$ cat config.mk
export PLATFORM = sky130hd
export DESIGN_NAME = sdac_core
export DESIGN_NICKNAME = d
export VERILOG_FILES = /design/src/core/sdac_pkg.sv /design/src/core/sdac_core.sv /design/src/core/sdac_sync.sv
export SDC_FILE = /design/constraint.sdc
export NUM_CORES = 1
export LEC_CHECK = 0
export BUFFER_PORTS_ARGS = -buffer_cell sky130_fd_sc_hd__buf_2
export CORE_MARGIN = 3
export CORE_UTILIZATION = 25
export CTS_BUF_LIST = sky130_fd_sc_hd__clkbuf_16
export DETAILED_ROUTE_END_ITERATION = 10
export SLEW_MARGIN = 20
export SYNTH_ARGS = -nofsm -noshare
export SYNTH_HDL_FRONTEND = slang
export SYNTH_HIERARCHICAL = 1
export SYNTH_SLANG_ARGS = --single-unit
$ cat constraint.sdc
create_clock -name clk_i -period 3.8 [get_ports clk_i]
set_input_delay 0.76 -clock clk_i [delete_from_list [all_inputs] [get_ports clk_i]]
set_output_delay 0.76 -clock clk_i [all_outputs]
set_load 0.1 [all_outputs]
$ cat src/core/sdac_pkg.sv
/*
 * Shared constants and carrier types for the serial converter input logic.
 * Assumes a single system clock domain; link pins are sampled by the core.
 */
package sdac_pkg;

    // ------------------------------------------------------------------
    // word layout
    // ------------------------------------------------------------------
    localparam int unsigned FRAME_BITS = 16;
    localparam int unsigned CODE_BITS  = 8;
    localparam int unsigned CNT_BITS   = 5;
    // code field sits in bits 11:4, power-down field in bits 13:12
    localparam int unsigned CODE_LSB   = 4;
    localparam int unsigned PD_LSB     = 12;
    localparam int unsigned PD_BITS    = 2;

    localparam logic [CODE_BITS-1:0] CODE_RESET = 8'h00;
    localparam logic [CNT_BITS-1:0]  CNT_LAST   = 5'h0F;
    localparam logic [CNT_BITS-1:0]  CNT_ZERO   = 5'h00;

    // ------------------------------------------------------------------
    // power-down modes
    // ------------------------------------------------------------------
    typedef enum logic [1:0] {
        SDAC_PD_NORMAL = 2'b00,
        SDAC_PD_1K     = 2'b01,
        SDAC_PD_100K   = 2'b10,
        SDAC_PD_HIZ    = 2'b11
    } sdac_pd_t;

    // ------------------------------------------------------------------
    // link timing
    // ------------------------------------------------------------------
    localparam int unsigned SCLK_MAX_MHZ = 30;

    // sampled serial pins
    typedef struct packed {
        logic frame_n;
        logic sclk;
        logic din;
    } sdac_pins_t;

    // converter output state
    typedef struct packed {
        logic [CODE_BITS-1:0] code;
        sdac_pd_t             pd_mode;
        logic                 update;
    } sdac_out_t;

endpackage

$ cat src/core/sdac_core.sv
/*
 * Serial input and update logic of an 8-bit voltage-output converter.
 * Assumes the host keeps the link clock slow enough for clk_i to see
 * each level; link pins are asynchronous and resynchronised here.
 */
// Function
// - data bit sampled into 16-bit shifter on each falling link-clock edge.
// - shifter accepts bits only while frame select is low.
// - on the 16th falling edge, received word loads the converter register.
// - frame select rising before edge 16 discards the partial word.
// - after reset the converter register holds the zero code.
// - converter register is an 8-bit unsigned code, all ones full scale.
module sdac_core #(
    parameter int unsigned FRAME_BITS = sdac_pkg::FRAME_BITS
) (
    // clock, reset, enable
    input  wire logic                           clk_i,
    input  wire logic                           rst_i,
    input  wire logic                           en_i,
    // serial link from host
    input  wire logic                           frame_n_i,
    input  wire logic                           sclk_i,
    input  wire logic                           din_i,
    // converter outputs
    output      logic [sdac_pkg::CODE_BITS-1:0] analog_output_o,
    output      logic [1:0]                     pd_mode_o,
    output      logic                           update_o,
    output      logic                           abort_o
);

    // ------------------------------------------------------------------
    // local constants
    // ------------------------------------------------------------------
    localparam int unsigned CODE_END = sdac_pkg::CODE_LSB +
                                       sdac_pkg::CODE_BITS;
    localparam int unsigned PD_END   = sdac_pkg::PD_LSB +
                                       sdac_pkg::PD_BITS;
    localparam int unsigned CNT_SPAN = 2 ** sdac_pkg::CNT_BITS;
    localparam int unsigned LAST_BIT = int'(sdac_pkg::CNT_LAST);

    localparam logic [sdac_pkg::CNT_BITS-1:0] CNT_STEP = 5'h01;

    // ------------------------------------------------------------------
    // elaboration checks
    // ------------------------------------------------------------------
    // field positions are package constants, so only one frame
    // length can be served
    if (FRAME_BITS != sdac_pkg::FRAME_BITS) begin : g_bad_frame
        $error("frame length must match the word layout");
    end

    // the bit counter must reach the last bit of a frame
    if (CNT_SPAN < FRAME_BITS) begin : g_bad_count
        $error("bit counter too narrow for the frame length");
    end

    if (LAST_BIT != FRAME_BITS - 1) begin : g_bad_last
        $error("last-bit count must be one below the frame length");
    end

    // both fields must lie inside the word and must not overlap
    if (CODE_END > FRAME_BITS) begin : g_bad_code
        $error("code field runs past the end of the word");
    end

    if (PD_END > FRAME_BITS) begin : g_bad_pd
        $error("power-down field runs past the end of the word");
    end

    if (CODE_END > sdac_pkg::PD_LSB) begin : g_bad_overlap
        $error("code and power-down fields overlap");
    end

    // a one-bit word leaves no room for the shift path below
    if (FRAME_BITS < 2) begin : g_bad_short
        $error("frame must hold at least two bits");
    end

    // ------------------------------------------------------------------
    // state
    // ------------------------------------------------------------------
    typedef struct packed {
        logic                           sclk_d;
        logic                           frame_d;
        logic                           active;
        logic [sdac_pkg::CNT_BITS-1:0]  count;
        logic [FRAME_BITS-1:0]          shift;
        logic [sdac_pkg::CODE_BITS-1:0] code;
        logic [1:0]                     pd_mode;
        logic                           update;
        logic                           abort;
    } sdac_core_st_t;

    sdac_core_st_t        st;
    sdac_core_st_t        next_st;
    sdac_pkg::sdac_pins_t pins_raw;
    sdac_pkg::sdac_pins_t pins;
    logic                 sclk_fall;
    logic                 frame_rise;
    logic [FRAME_BITS-1:0] word;
    logic [sdac_pkg::CODE_BITS-1:0] code_field;
    logic [sdac_pkg::PD_BITS-1:0]   pd_field;

    assign pins_raw = '{frame_n: frame_n_i, sclk: sclk_i, din: din_i};

    sdac_sync u_sync (
        .clk_i  (clk_i),
        .rst_i  (rst_i),
        .en_i   (en_i),
        .pins_i (pins_raw),
        .pins_o (pins)
    );

    // ------------------------------------------------------------------
    // edge finding and frame tracking
    // ------------------------------------------------------------------
    assign sclk_fall  = st.sclk_d & ~pins.sclk;
    assign frame_rise = ~st.frame_d & pins.frame_n;
    assign word       = {st.shift[FRAME_BITS-2:0], pins.din};

    // ------------------------------------------------------------------
    // word fields
    // ------------------------------------------------------------------
    // decoded from the word as it will stand after the current shift,
    // so the last bit lands in the same cycle as the load
    assign code_field = word[sdac_pkg::CODE_LSB +: sdac_pkg::CODE_BITS];
    assign pd_field   = word[sdac_pkg::PD_LSB +: sdac_pkg::PD_BITS];

    // ------------------------------------------------------------------
    // frame sequencing
    // ------------------------------------------------------------------
    // latency: pin edge to output is two sync flops and the output register,
    // three clk_i cycles, as the edge flop adds none; the host must hold each link level for at
    // least three clk_i cycles, which caps the link well below 30 MHz

    always_comb begin
        next_st        = st;
        next_st.update = 1'b0;
        next_st.abort  = 1'b0;
        if (en_i) begin
            next_st.sclk_d  = pins.sclk;
            next_st.frame_d = pins.frame_n;
            if (pins.frame_n) begin
                // partial word dropped, register left alone
                next_st.active = 1'b0;
                next_st.count  = sdac_pkg::CNT_ZERO;
                next_st.abort  = frame_rise & st.active &
                                 (st.count != sdac_pkg::CNT_ZERO);
            end else if (st.active && sclk_fall) begin
                next_st.shift = word;
                if (st.count == sdac_pkg::CNT_LAST) begin
                    // later edges in the same frame are ignored until
                    // frame select goes high again
                    next_st.active  = 1'b0;
                    next_st.count   = sdac_pkg::CNT_ZERO;
                    next_st.code    = code_field;
                    next_st.pd_mode = pd_field;
                    next_st.update  = 1'b1;
                end else begin
                    next_st.count = st.count + CNT_STEP;
                end
            end else if (st.frame_d) begin
                // frame just opened
                next_st.active = 1'b1;
                next_st.count  = sdac_pkg::CNT_ZERO;
            end
        end
    end

    always_ff @(posedge clk_i or posedge rst_i) begin
        if (rst_i) begin
            st         <= '0;
            st.sclk_d  <= 1'b1;
            st.frame_d <= 1'b1;
            st.code    <= sdac_pkg::CODE_RESET;
            st.pd_mode <= sdac_pkg::SDAC_PD_NORMAL;
        end else begin
            st <= next_st;
        end
    end

    // ------------------------------------------------------------------
    // outputs
    // ------------------------------------------------------------------
    assign analog_output_o = st.code;
    assign pd_mode_o       = st.pd_mode;
    assign update_o        = st.update;
    assign abort_o         = st.abort;

endmodule

$ cat src/core/sdac_sync.sv
/*
 * Two-stage synchroniser for the serial pins, a bundle at a time.
 * Assumes inputs are asynchronous to clk_i; stage one feeds stage two only.
 */
module sdac_sync (
    // clock, reset and enable
    input  wire logic               clk_i,
    input  wire logic               rst_i,
    input  wire logic               en_i,
    // pins
    input  wire sdac_pkg::sdac_pins_t pins_i,
    output      sdac_pkg::sdac_pins_t pins_o
);

    typedef struct packed {
        sdac_pkg::sdac_pins_t meta;
        sdac_pkg::sdac_pins_t sync;
    } sdac_sync_st_t;

    sdac_sync_st_t st;
    sdac_sync_st_t next_st;

    // idle level: frame high, clock high
    localparam sdac_pkg::sdac_pins_t IDLE = 3'h6;

    always_comb begin
        next_st = st;
        if (en_i) begin
            next_st.meta = pins_i;
            next_st.sync = st.meta;
        end
    end

    always_ff @(posedge clk_i or posedge rst_i) begin
        if (rst_i) begin
            st <= {IDLE, IDLE};
        end else begin
            st <= next_st;
        end
    end

    assign pins_o = st.sync;

endmodule

==> qor.csv <==
metric;value;unit
outcome;finished clean;
Final #Nets;144;
Post-Route Skew;4.23;ps
Iter 0 DRT Violations;33;
sequential share of the synthesized area;55.1;%
global-route usage over all layers;7.90;%
MaxCap Viol Count;0;
final hold vios;0;
worst-path fanout max;12;
Clock Root Buffer;clkbuf_16;
total grt overflow;0;
Vias/cell;4.15;
Post-Synthesis Net Count;135;
Port-buffer cells;17;
initial antenna violation count;0;
latest clock arrival within the worst-skew pair;280;ps
cell count after synthesis;127;
cells along the critical path;buf_2 > inv_2 > nor4_4 > mux2_2;
Yosys reg bits;39;
Synth Warn #;6;
CTS Buf Count;5;
post-layout min period;2090;ps
final setup fails;0;
setup TNS;0;ps
HPWL after detailed placement;1.91;mm
DP Worst Slack;1350;ps
synth unique cells;31;
Starting Density;26.0;%
Ant. Diodes;0;
leakage power;0.964;nW
Peak VDD IR;0.205;mV
slowest cell on the critical path;nor4_4;
most frequent cells in the layout;dfrtp_1, mux2_2, buf_2, inv_1;
Worst Tran Pin Value;722;ps
Synth Area per Inst;14.0;sq um
CTS tree;yes;
postcts setup bufs;0;
CP Capture Type;register;
post-detailed-route count of antenna-violating nets;0;
commonest non-fill, non-tap cell in the layout;dfrtp_1;
Core Footprint;6870;sq um
cell area after synthesis;1780;sq um
row count;30;
Worst R2R Start;st[28]$_DFFE_PP0P_;
FMAX;479;MHz
DRT Wirelength;2.88;mm
crit share post-route;55.0;%
worst path required time;3970;ps
Critical Path Start Type;input port;
crit path kind;input port to register;
Hold-fix buffers, CTS;0;
flop-to-flop setup slack;1760;ps
DIE WIDTH;90.5;um
area grow syn2layout;12.9;%
final worst slack;1710;ps
max-slew violation count;0;
first-pass GRT wire length;5.22;mm
H-tree depth;2;
Crit path largest cell delay;680;ps
vias in the first global route;1063;
Die H;90.5;um
Clock Path Buffers;2;
TritonCTS Sinks;39;
I/O pin cnt;18;
RSZ-0062 raised after global routing;no;
die footprint;8190;sq um
Pwr Density;498;nW/um^2
Avg WL per Cell;12.3;um
layout cells sized above 1;48.2;%
PostCTS Resize Cnt;0;
clk slew on worst S/H paths;60;ps
Hold Path Class;input port to asynchronous set/reset pin;
DRC errors left;0;
largest net degree at the start of global routing;34;
DRT Pass-1 Iters;4;
relative slew slack;51.5;%
Critical Path Start;en_i;
RePlAce Congestion;0.706;
vias;968;
Arrival @ worst endpoint;2260;ps
-- power by group --
part	total, W	switching (W)	internal (W)
combinational	0.0000989	0.0000454	0.0000535
sequential	0.000494	0.0000339	0.000461
clock	0.000410	0.000168	0.000242
-- flip-flops by register name (all words and copies together) (netlist names) --
register / count
abort_o: 1
analog_output_o: 8
code_field: 8
pd_field: 2
pd_mode_o: 2
st: 11
u_sync/pins_o: 3
u_sync/st: 3
update_o: 1
-- layout make-up --
class	count	area, sq um
Multi-Input combinational cell	61	632
Timing Repair Buffer	18	92.6
Clock buffer	5	125
Inverter	11	41.3
Fill cell	702	4850
Sequential cell	39	983
Clock inverter	3	20.0
Tap cell	96	120
-- worst paths after layout --
path	cells after the start	end
worst max-delay path	4	analog_output_o[5]$_DFFE_PP0P_
worst min-delay path	2	u_sync/st[3]$_DFFE_PP0P_
worst max register to register	4	analog_output_o[5]$_DFFE_PP0P_
worst min register to register	1	pd_mode_o[1]$_DFFE_PP0P_
max in group asynchronous	3	st[35]$_DFFE_PP1P_
min in group clk_i	1	pd_mode_o[1]$_DFFE_PP0P_
-- cells by family (layout without fill, tap and decap cells) --
kind of cell	after synthesis	after routing	share of synthesized area, %
flops	39	39	55.1
buf+inv	27	37	9.47
fa+ha+maj	2	2	1.40
simple gates	17	17	9.12
compound gates	11	11	4.14
mux	31	31	20.8
-- stage by stage --
step                cells  cell area (sq um)  hold WS, ps  power (W)  util (%)
floorplan             127               1780          459   0.000583         -
global placement      225               1870          472   0.000597      27.2
CTS                   233               2010          401    0.00102      29.3
global route          233               2010          418    0.00105      29.3
finish                233               2010          393    0.00100      29.3
detailed placement    225               1870          474   0.000601      27.2
-- cell usage after synthesis (all sizes together) --
cell | number | area [sq um]
o31ai | 1 | 7.51
buf | 16 | 128
nor4b | 2 | 17.5
nand2 | 2 | 7.51
nor4 | 2 | 27.5
mux2i | 1 | 10.0
inv | 11 | 41.3
a32oi | 1 | 8.76
mux2 | 30 | 360
and4bb | 1 | 12.5
dfrtp | 33 | 826
or4 | 1 | 11.3
a22oi | 1 | 7.51
o21ai | 3 | 15.0
o21bai | 2 | 15.0
nor3 | 1 | 16.3
a21boi | 1 | 7.51
and4b | 1 | 10.0
ha | 2 | 25.0
nand2b | 2 | 12.5
o22ai | 2 | 12.5
nand3 | 2 | 10.0
nand4b | 2 | 17.5
nand3b | 1 | 20.0
dfstp | 6 | 158
-- critical path: cells and delay by family --
family                 cells  cell delay, ps
and+or+nand+nor            1             680
buffers and inverters      2             410
muxes                      1             400
-- routing by layer --
layer  GRT usage (%)  vias up  part of all wire [%]
li1                -      452                     -
met1            9.63      491                    47
met2            12.2       17                    47
met3            2.25        8                   3.5
met4            4.97        0                   2.9
met5               0        -                     0
Power figures use the tool's default switching activity.
